<file path="src/inc/kpi_map.vh">
// Contract
// RQ1 - Eight inputs, each enabled by own bit, feeding one common request.
// RQ2 - Enabling a pin also turns on its pull-up; disabling removes it.
// RQ3 - Latch request when an enabled input falls while all were high.
// RQ4 - Edge-only: no new request while another enabled input is low.
// RQ5 - Edge-level: request held while low; clears after ack and all high.
// RQ6 - Edge-only: vector fetch or software ack clears request at once.
// RQ7 - Writing one to write-only ack bit clears latch; reads zero.
// RQ8 - Ack does not block later edges; a new fall latches again.
// RQ9 - Unmasked latched request directs CPU to the keypad vector.
// RQ10 - Pending flag shows latch regardless of mask; reset clears it.
// RQ11 - Mask one hides request from CPU; zero presents it; reset clears.
// RQ12 - Sensitivity one: falling edges and low levels; zero: edges only.
// RQ13 - Reset clears latch and sensitivity bit even with input low.
// RQ14 - Reset clears all eight enable bits.
// RQ15 - Enable forces pin to input; pin readable only with direction zero.
// RQ16 - Logic runs in wait and stop; unmasked request wakes processor.
// RQ17 - In break with clear-enable one, ack clears latch; stays cleared.
// RQ18 - In break with clear-enable zero, ack leaves latch unchanged.
// RQ19 - Software masks, enables, acks, then unmasks at init.
// RQ20 - Inputs synchronised before edge detection on registered samples.
`ifndef KPI_MAP_VH
`define KPI_MAP_VH
`define KPI_OFS_STATUS_CONTROL 12'h01a
`define KPI_OFS_INPUT_ENABLE   12'h01b
`define KPI_ADDR_STATUS_CONTROL 12'h068
`define KPI_ADDR_INPUT_ENABLE   12'h06c
`define KPI_BIT_SENSITIVITY 0
`define KPI_BIT_MASK        1
`define KPI_BIT_ACK         2
`define KPI_BIT_PENDING     3
`define KPI_RST_CTRL        1'b0
`define KPI_RST_ENABLE      8'h00
`endif

</file>
<file path="src/logic/kpi_keypad_irq_unit.v">
// The APB register port was left to the implementer.
`timescale 1ns/1ps
`include "kpi_map.vh"
module kpi_keypad_irq_unit #(
    parameter N = 8
) (
    input  wire          clk_sys_i,
    input  wire          nrst_i,
    input  wire          psel_i,
    input  wire          penable_i,
    input  wire          pwrite_i,
    input  wire [11:0]   paddr_i,
    input  wire [31:0]   pwdata_i,
    output reg  [31:0]   prdata_o,
    output reg           pready_o,
    output reg           pslverr_o,
    input  wire [N-1:0]  keypad_input_pins_i,
    input  wire [N-1:0]  port_ddr_i,
    input  wire          vector_fetch_i,
    input  wire          break_state_i,
    input  wire          break_clear_enable_i,
    output reg  [N-1:0]  pullup_en_o,
    output reg  [N-1:0]  force_input_o,
    output reg  [N-1:0]  pin_read_en_o,
    output reg           irq_o,
    output reg           wake_o
);
    // ------------------------------------------------------------
    // Registers
    // ------------------------------------------------------------
    reg  [N-1:0] sync1_q;
    reg  [N-1:0] sync2_q;
    reg          all_high_q;
    reg  [N-1:0] enable_q;
    reg          sens_q;
    reg          mask_q;
    reg          latch_q;
    reg          latch_d;
    reg          ack_pend_q;
    reg          ack_pend_d;
    wire         acc;
    wire         wr;
    wire         hit_sc;
    wire         hit_en;
    wire         all_high;
    wire         fall;
    wire         sw_ack;
    wire         ack;

    assign acc      = psel_i & penable_i;
    assign wr       = acc & pwrite_i;
    assign hit_sc   = (paddr_i == `KPI_ADDR_STATUS_CONTROL);
    assign hit_en   = (paddr_i == `KPI_ADDR_INPUT_ENABLE);
    // Disabled pins count as high so they never hold the request
    assign all_high = &(sync2_q | ~enable_q); // RQ1
    assign fall     = all_high_q & ~all_high; // RQ3 RQ4 RQ20
    // Break protects the latch from software ack unless clear-enable is set
    assign sw_ack   = wr & hit_sc & pwdata_i[`KPI_BIT_ACK]
                      & (~break_state_i | break_clear_enable_i); // RQ7 RQ17 RQ18
    assign ack      = sw_ack | vector_fetch_i; // RQ6

    // ------------------------------------------------------------
    // Synchroniser and combined edge detect
    // ------------------------------------------------------------
    always @(posedge clk_sys_i or negedge nrst_i) begin
        if (!nrst_i) begin
            sync1_q    <= {N{1'b1}};
            sync2_q    <= {N{1'b1}};
            all_high_q <= 1'b1;
        end else begin
            sync1_q    <= keypad_input_pins_i; // RQ20
            sync2_q    <= sync1_q;
            all_high_q <= all_high;
        end
    end

    // ------------------------------------------------------------
    // Request latch
    // ------------------------------------------------------------
    // Level mode remembers an early ack until all pins are high again
    always @* begin
        latch_d = latch_q;
        if (sens_q) begin
            if ((ack || ack_pend_q) && all_high)
                latch_d = 1'b0; // RQ5
            if (!all_high)
                latch_d = 1'b1; // RQ5 RQ12
        end else if (ack) begin
            latch_d = 1'b0; // RQ6 RQ7
        end
        // Set wins over a same-cycle clear
        if (fall)
            latch_d = 1'b1; // RQ3 RQ8
        ack_pend_d = latch_d & (ack | ack_pend_q) & ~fall; // RQ5
    end

    always @(posedge clk_sys_i or negedge nrst_i) begin
        if (!nrst_i) begin
            latch_q  <= `KPI_RST_CTRL; // RQ13
            ack_pend_q <= 1'b0;
            sens_q   <= `KPI_RST_CTRL; // RQ13
            mask_q   <= `KPI_RST_CTRL; // RQ11
            enable_q <= `KPI_RST_ENABLE; // RQ14
        end else begin
            latch_q <= latch_d;
            ack_pend_q <= ack_pend_d;
            if (wr && hit_sc) begin
                sens_q <= pwdata_i[`KPI_BIT_SENSITIVITY]; // RQ12
                mask_q <= pwdata_i[`KPI_BIT_MASK]; // RQ11
            end
            if (wr && hit_en)
                enable_q <= pwdata_i[N-1:0]; // RQ1
        end
    end

    // ------------------------------------------------------------
    // Outputs and APB
    // ------------------------------------------------------------
    always @(posedge clk_sys_i or negedge nrst_i) begin
        if (!nrst_i) begin
            prdata_o      <= 32'h0000_0000;
            pready_o      <= 1'b0;
            pslverr_o     <= 1'b0;
            pullup_en_o   <= {N{1'b0}};
            force_input_o <= {N{1'b0}};
            pin_read_en_o <= {N{1'b0}};
            irq_o         <= 1'b0;
            wake_o        <= 1'b0;
        end else begin
            // No wait state: ready is high in the first access cycle, one cycle after setup
            pready_o  <= psel_i & ~penable_i;
            pslverr_o <= psel_i & ~penable_i & ~(hit_sc | hit_en);
            prdata_o  <= 32'h0000_0000;
            if (psel_i && !penable_i && !pwrite_i) begin
                if (hit_sc)
                    prdata_o <= {28'h0, latch_q, 1'b0, mask_q, sens_q}; // RQ7 RQ10
                else if (hit_en)
                    prdata_o <= {{(32-N){1'b0}}, enable_q};
            end
            pullup_en_o   <= enable_q; // RQ2
            force_input_o <= enable_q; // RQ15
            pin_read_en_o <= ~port_ddr_i; // RQ15
            irq_o         <= latch_q & ~mask_q; // RQ9 RQ11
            wake_o        <= latch_q & ~mask_q; // RQ16
        end
    end
endmodule // kpi_keypad_irq_unit
</file>
<file path="config.mk">
export PLATFORM = sky130hd
export DESIGN_NAME = kpi_keypad_irq_unit
export DESIGN_NICKNAME = d
export VERILOG_FILES = /design/src/logic/kpi_keypad_irq_unit.v
export VERILOG_INCLUDE_DIRS = /design/src /design/src/inc
export SDC_FILE = /design/constraint.sdc
export NUM_CORES = 1
export LEC_CHECK = 0
export BUFFER_PORTS_ARGS = -buffer_cell sky130_fd_sc_hd__buf_2
export CAP_MARGIN = 10
export CORE_MARGIN = 2
export CORE_UTILIZATION = 40
export CTS_BUF_LIST = sky130_fd_sc_hd__clkbuf_8
export DETAILED_ROUTE_END_ITERATION = 10
export PLACE_DENSITY = 0.85
export SYNTH_ARGS = -nofsm -noshare
export SYNTH_HDL_FRONTEND = slang
export SYNTH_SLANG_ARGS = --single-unit
</file>
<file path="constraint.sdc">
create_clock -name clk_sys_i -period 1.5 [get_ports clk_sys_i]
set_input_delay 0.075 -clock clk_sys_i [delete_from_list [all_inputs] [get_ports clk_sys_i]]
set_output_delay 0.075 -clock clk_sys_i [all_outputs]
set_load 0.02 [all_outputs]
</file>
# == Yosys cells after proc, flatten, opt, wreduce, memory -nomap -nowiden ==
# Cells that the tools add are included.
# word_totals
reg_bits,80
in_bits,68
out_inout_bits,60
elab_cells,57
# classes
eq_ne,2
n_mux,8
bitwise_logic,24
reduce_logical,9
# op_table
op,count
two-way mux 32 bit,2
equality test 12 x 7 -> 1 bit (second input constant),2
NOT 8 bit,2
AND 1 bit,11
two-way mux 8 bit,1
bitwise OR 8 bit,1
AND reduction 8 bit,1
NOT 1 bit,6
logical AND 1 bit,5
two-way mux 1 bit,5
bitwise OR 1 bit,4
logical NOT 1 bit,2
logical OR 1 bit,1

# == Depth between registers and ports, before layout ==
# depth
word_depth,14
mapped_depth,6

# == Worst setup path after synthesis ==
# Ideal clock, no wire load.
# synth_path
kind,reg-to-reg
start,register sync2_q[5]
end,register ack_pend_q
arrival_ns,1.497
required_time_ns,1.426
path_slack_ns,-0.071
stages_incl_launch_ff,5
synth_period_minus_slack_ns,1.571
path_cell_list,dfstp_2 > o22ai_1 > or4_4 > a211o_1 > o21ai_2
# synth_via
elab_chain_len,9
word_cells_on_any_way,12
classes_between,mux: 4; bitwise: 6; reduce/logical: 2
# synth_lines
element,line,rtl
"start, declared",kpi_keypad_irq_unit.v:32,reg [N-1:0] sync2_q;
"start signal, assigned",kpi_keypad_irq_unit.v:68,sync2_q <= {N{1'b1}};
"start signal, assigned",kpi_keypad_irq_unit.v:72,sync2_q <= sync1_q;
bitwise OR 8 bit *,kpi_keypad_irq_unit.v:55,assign all_high = &(sync2_q | ~enable_q);
AND reduction 8 bit *,kpi_keypad_irq_unit.v:55,
logical AND 1 bit,kpi_keypad_irq_unit.v:84,if ((ack || ack_pend_q) && all_high)
two-way mux 1 bit,kpi_keypad_irq_unit.v:84,
two-way mux 1 bit,kpi_keypad_irq_unit.v:86,if (!all_high)
two-way mux 1 bit,kpi_keypad_irq_unit.v:83,if (sens_q) begin
two-way mux 1 bit,kpi_keypad_irq_unit.v:92,if (fall)
AND 1 bit,kpi_keypad_irq_unit.v:94,ack_pend_d = latch_d & (ack | ack_pend_q) & ~fall;
AND 1 bit *,kpi_keypad_irq_unit.v:94,
via ack_pend_d,kpi_keypad_irq_unit.v:40,reg ack_pend_d;
"end signal, assigned",kpi_keypad_irq_unit.v:106,ack_pend_q <= ack_pend_d;
"end, declared",kpi_keypad_irq_unit.v:39,reg ack_pend_q;
# The timed path passes the listed nets; every way through them passes the cells marked *.
# A chain may end at the register's enable or synchronous reset.

# == Worst setup path in the final report ==
# layout_path
start,register sync2_q[0]
end,register ack_pend_q
# Same word-level chain as after synthesis.

==> metrics.md <==
| Metric | Value |
|---|---|
| Count of non-filler cells in the finished layout | 337 |
| Number of inserted filler cells in the final layout | 449 |
| Die width | 77.10 um |
| Routability congestion estimate from global placement | 0.7987 |
| Layout net count | 334 |
| Minimum hold slack | 22.15 ps |
| Post-synthesis sequential area ratio | 66.57% |
| Type of the tightest min-delay check | in2reg |
| Detailed placement HPWL | 2607 um |
| Max capacitance violation total | 0 |
| Total die area | 0.005944 mm^2 |
| Aggregate routed wire length | 3646 um |
| Share of total power in sequential cells | 59.5% |
| Average via count per standard cell | 3.970 |
| Post-synthesis cell type with the largest combined area | sky130_fd_sc_hd__dfrtp_1 |
| Leakage power of the design | 1.546 nW |
| Num Clock Sinks | 56 |
| Share of the clock period used by the worst path | 106.6% |
| Clock power frac | 31.0% |
| Total instance count after detailed placement | 306 |
| CTS Root Cell | sky130_fd_sc_hd__clkbuf_8 |
| Leftover overflow at the end of global routing | 0 |
| Number of instances in the synthesized netlist | 161 |
| Number of rows in the core area | 26 |
| Clock tree from TritonCTS | built |
| Summed instance area of the synthesized netlist | 0.002137 mm^2 |
| Unrepaired setup endpoints after global routing | true |
| First-pass GRT wire length | 5940 um |
| Area fraction of the dominant cell type after synthesis | 45.67% |
| Minimum clock period after layout | 1599 ps |
| Crit path DAT | 1830 ps |
| Vias post-DR | 1338 |
| Clock latency on the worst-skew pair | 300 ps |
| Number of diodes added for antenna fixing | 0 |
| IO Count | 128 |
| Die Y | 77.10 um |
| Share of total power consumed by net switching | 22.90% |
| Clk pin slew, worst setup/hold paths | 90 ps |
| Combinational power share | 9.4% |
| Average cell area after synthesis | 13.27 um^2 |
| Vias in the first global route | 1313 |
| Ranking of synthesized cells by area | sky130_fd_sc_hd__dfrtp_1 46%, sky130_fd_sc_hd__dfstp_2 21%, sky130_fd_sc_hd__buf_4 12%, sky130_fd_sc_hd__mux2_2 4.2%, sky130_fd_sc_hd__inv_1 3.5% |
| Number of buffers inserted during clock tree synthesis | 5 |
| Initial core utilization | 41.58% |
| Initial detailed-routing violation count | 47 |
| Number of warnings reported in the yosys synthesis log | 0 |
| Critical-path maximum fanout | 4 |
| Max-slew violations | 0 |
| Total power of the final layout | 2.643 mW |
| Worst setup skew after layout | 10.06 ps |
| Detailed-routing iteration count for the pre-antenna-repair pass | 4 |
| Core area | 0.005140 mm^2 |
| Most used standard cell by instance count after synthesis | sky130_fd_sc_hd__dfrtp_1 |
| Antenna viol nets, final | 0 |
| Number of buffer cells added on primary ports | 79 |
| Overall routing resource usage | 12.90% |
| # setup viols final | 1 |
| Initial antenna violation count | 0 |
| Violated checks | negative setup slack |
| Crit end category | flip-flop |
| Clock Tree Buf Depth | 2 |
| Async set-or-reset flop fraction in the synthesized netlist | 100.0% |
| Maximum number of pins on one net before global-route repair | 57 |
| Most common library cells after synthesis | 39 x sky130_fd_sc_hd__dfrtp_1, 33 x sky130_fd_sc_hd__buf_4, 20 x sky130_fd_sc_hd__inv_1, 17 x sky130_fd_sc_hd__dfstp_2, 8 x sky130_fd_sc_hd__mux2_2 |
| Net load switching power | 0.6053 mW |
| Beginning of the worst hold path | pwdata_i[0] |
| Post-synthesis cell type count | 29 |
| Reg2reg start | sync2_q[0]$_DFF_PN1_ |
| Cell area reported after detailed placement | 0.002521 mm^2 |
| Cell Int Power | 2.037 mW |
| Crit Path Class | reg2reg |
| Post-synthesis to final-layout area growth | 33.26% |
| Worst-case setup margin in the final layout | -98.72 ps |
| Launching element of the worst setup path | sync2_q[0]$_DFF_PN1_ |
| Post-route DRC violation count | 0 |
| WP data required | 1730 ps |
| Layout cell share with drive strength beyond 1 | 47.57% |
| Post-route standard cell area excluding fillers | 0.002848 mm^2 |
| Final hold violation count | 0 |
| Total negative slack for setup checks | -98.72 ps |
| Type of origin of the critical path | flip-flop |
| Fmax | 625.5 MHz |
| Peak supply drop | 508.9 uV |
| Cell area power density | 928.0 mW/mm^2 |
| Number of enable-type register cells in the synthesized netlist | 0 |
| Outcome | complete, but fails checks |
| Wire length per cell | 10.82 um |
| #FFs+latches synth | 56 |
| Most used flip-flop cell after synthesis | sky130_fd_sc_hd__dfrtp_1 |
| Count of H-tree levels built during CTS | 2 |
-- cells by family (layout without fill, tap and decap cells) --
group                  count (synthesis)  count (layout)  synth area share (%)
DFF                                   56              56                 66.57
muxes                                 13              13                 6.675
and+or+nand+nor                       25              25                 7.026
AOI/OAI and AO/OA                     10              10                 3.806
buffers and inverters                 56             139                 15.75
other                                  1              24                0.1755
-- layer usage --
metal  vias up  part of all wire [%]  GRT usage, %  wire [um]
met2        53                    53         23.77       1946
met3         2                   6.5         4.471        238
met1       622                    40         14.15       1448
li1        661                     -             -          -
met5         -                     0             0          0
met4         0                  0.33         3.214         12
-- area by class of cell --
class	instances	area [um^2]	area share (%)
clock inverters	2	10.01	0.3515
multi-input cells	72	470.5	16.52
clock buffers	6	82.58	2.900
repair buffers	110	695.7	24.43
flip-flops and latches	56	1423	49.96
inverters	21	78.83	2.768
well taps	70	87.58	3.076
-- power groups by stage --
stage	sequential [mW]	clock [mW]	combinational [mW]
after floorplan	1.62	0	0.127
after global placement	1.60	0	0.203
after detailed placement	1.60	0	0.206
after CTS	1.57	0.843	0.250
after global routing	1.58	0.912	0.272
final	1.57	0.820	0.249
-- flip-flops by register name, summed over array words and instances (netlist names) --
name	cells
ack_pend_q	1
prdata_o	8
force_input_o	8
sync2_q	8
pready_o	1
latch_q	1
wake_o	1
all_high_q	1
enable_q	8
pin_read_en_o	8
mask_q	1
sync1_q	8
sens_q	1
pslverr_o	1
-- per-stage QoR --
step / utilization (%) / setup slack [ps]
floorplan: - / -36.22
global placement: 49.05 / -74.88
detailed placement: 49.05 / -92.06
CTS: 55.26 / -108.9
global route: 55.40 / -164.3
finish: 55.40 / -98.72
-- what timing repair did --
action,in CTS,in global routing
gates resized for setup,1,1
pin swaps,1,0
hold buffers,22,0
hold endpoints to repair,60,0
endpoints found under the setup margin,1,2
setup buffers,0,1
-- worst max-delay path: stages, from the launching register on --
cell and delay (ps):
sky130_fd_sc_hd__dfstp_2 540, sky130_fd_sc_hd__o22ai_2 60, sky130_fd_sc_hd__or4_4 560, sky130_fd_sc_hd__a211o_1 280
sky130_fd_sc_hd__o21ai_2 100
-- final timing paths --
kind,slack [ps],endpoint,cells after the start
worst max-delay path,-100,ack_pend_q$_DFF_PN0_,4
worst min-delay path,20,sens_q$_DFFE_PN0N_,2
worst max register to register,-100,ack_pend_q$_DFF_PN0_,4
worst min register to register,360,sync2_q[3]$_DFF_PN1_,0
max in group asynchronous,910,sync1_q[4]$_DFF_PN1_,3
min in group asynchronous,290,pslverr_o$_DFF_PN0_,3
-- cell usage in the layout (no fill, tap or decap) --
cell type,instances
sky130_fd_sc_hd__inv_4,1
sky130_fd_sc_hd__a211o_1,1
sky130_fd_sc_hd__dfstp_2,17
sky130_fd_sc_hd__clkbuf_8,6
sky130_fd_sc_hd__dlygate4sd3_1,22
sky130_fd_sc_hd__mux2i_1,3
sky130_fd_sc_hd__nor4b_1,2
sky130_fd_sc_hd__o21ai_2,1
sky130_fd_sc_hd__a32oi_1,1
sky130_fd_sc_hd__nand2b_1,2
sky130_fd_sc_hd__o22ai_1,2
sky130_fd_sc_hd__inv_2,2
sky130_fd_sc_hd__o2111ai_1,1
sky130_fd_sc_hd__a41o_1,1
sky130_fd_sc_hd__nor3b_1,1
sky130_fd_sc_hd__conb_1,24
sky130_fd_sc_hd__and3_1,2
sky130_fd_sc_hd__nand3_4,1
sky130_fd_sc_hd__mux2_2,8
sky130_fd_sc_hd__o22ai_2,2
sky130_fd_sc_hd__buf_12,1
sky130_fd_sc_hd__dfrtp_1,39
sky130_fd_sc_hd__buf_4,8
sky130_fd_sc_hd__or2_1,1
sky130_fd_sc_hd__mux2_1,2
sky130_fd_sc_hd__buf_2,79
sky130_fd_sc_hd__nand2_1,3
sky130_fd_sc_hd__or4_4,1
sky130_fd_sc_hd__inv_1,20
sky130_fd_sc_hd__nor3_1,5
sky130_fd_sc_hd__and2_1,1
sky130_fd_sc_hd__o21ai_0,1
sky130_fd_sc_hd__nor2_1,6
Power figures use the tool's default switching activity.
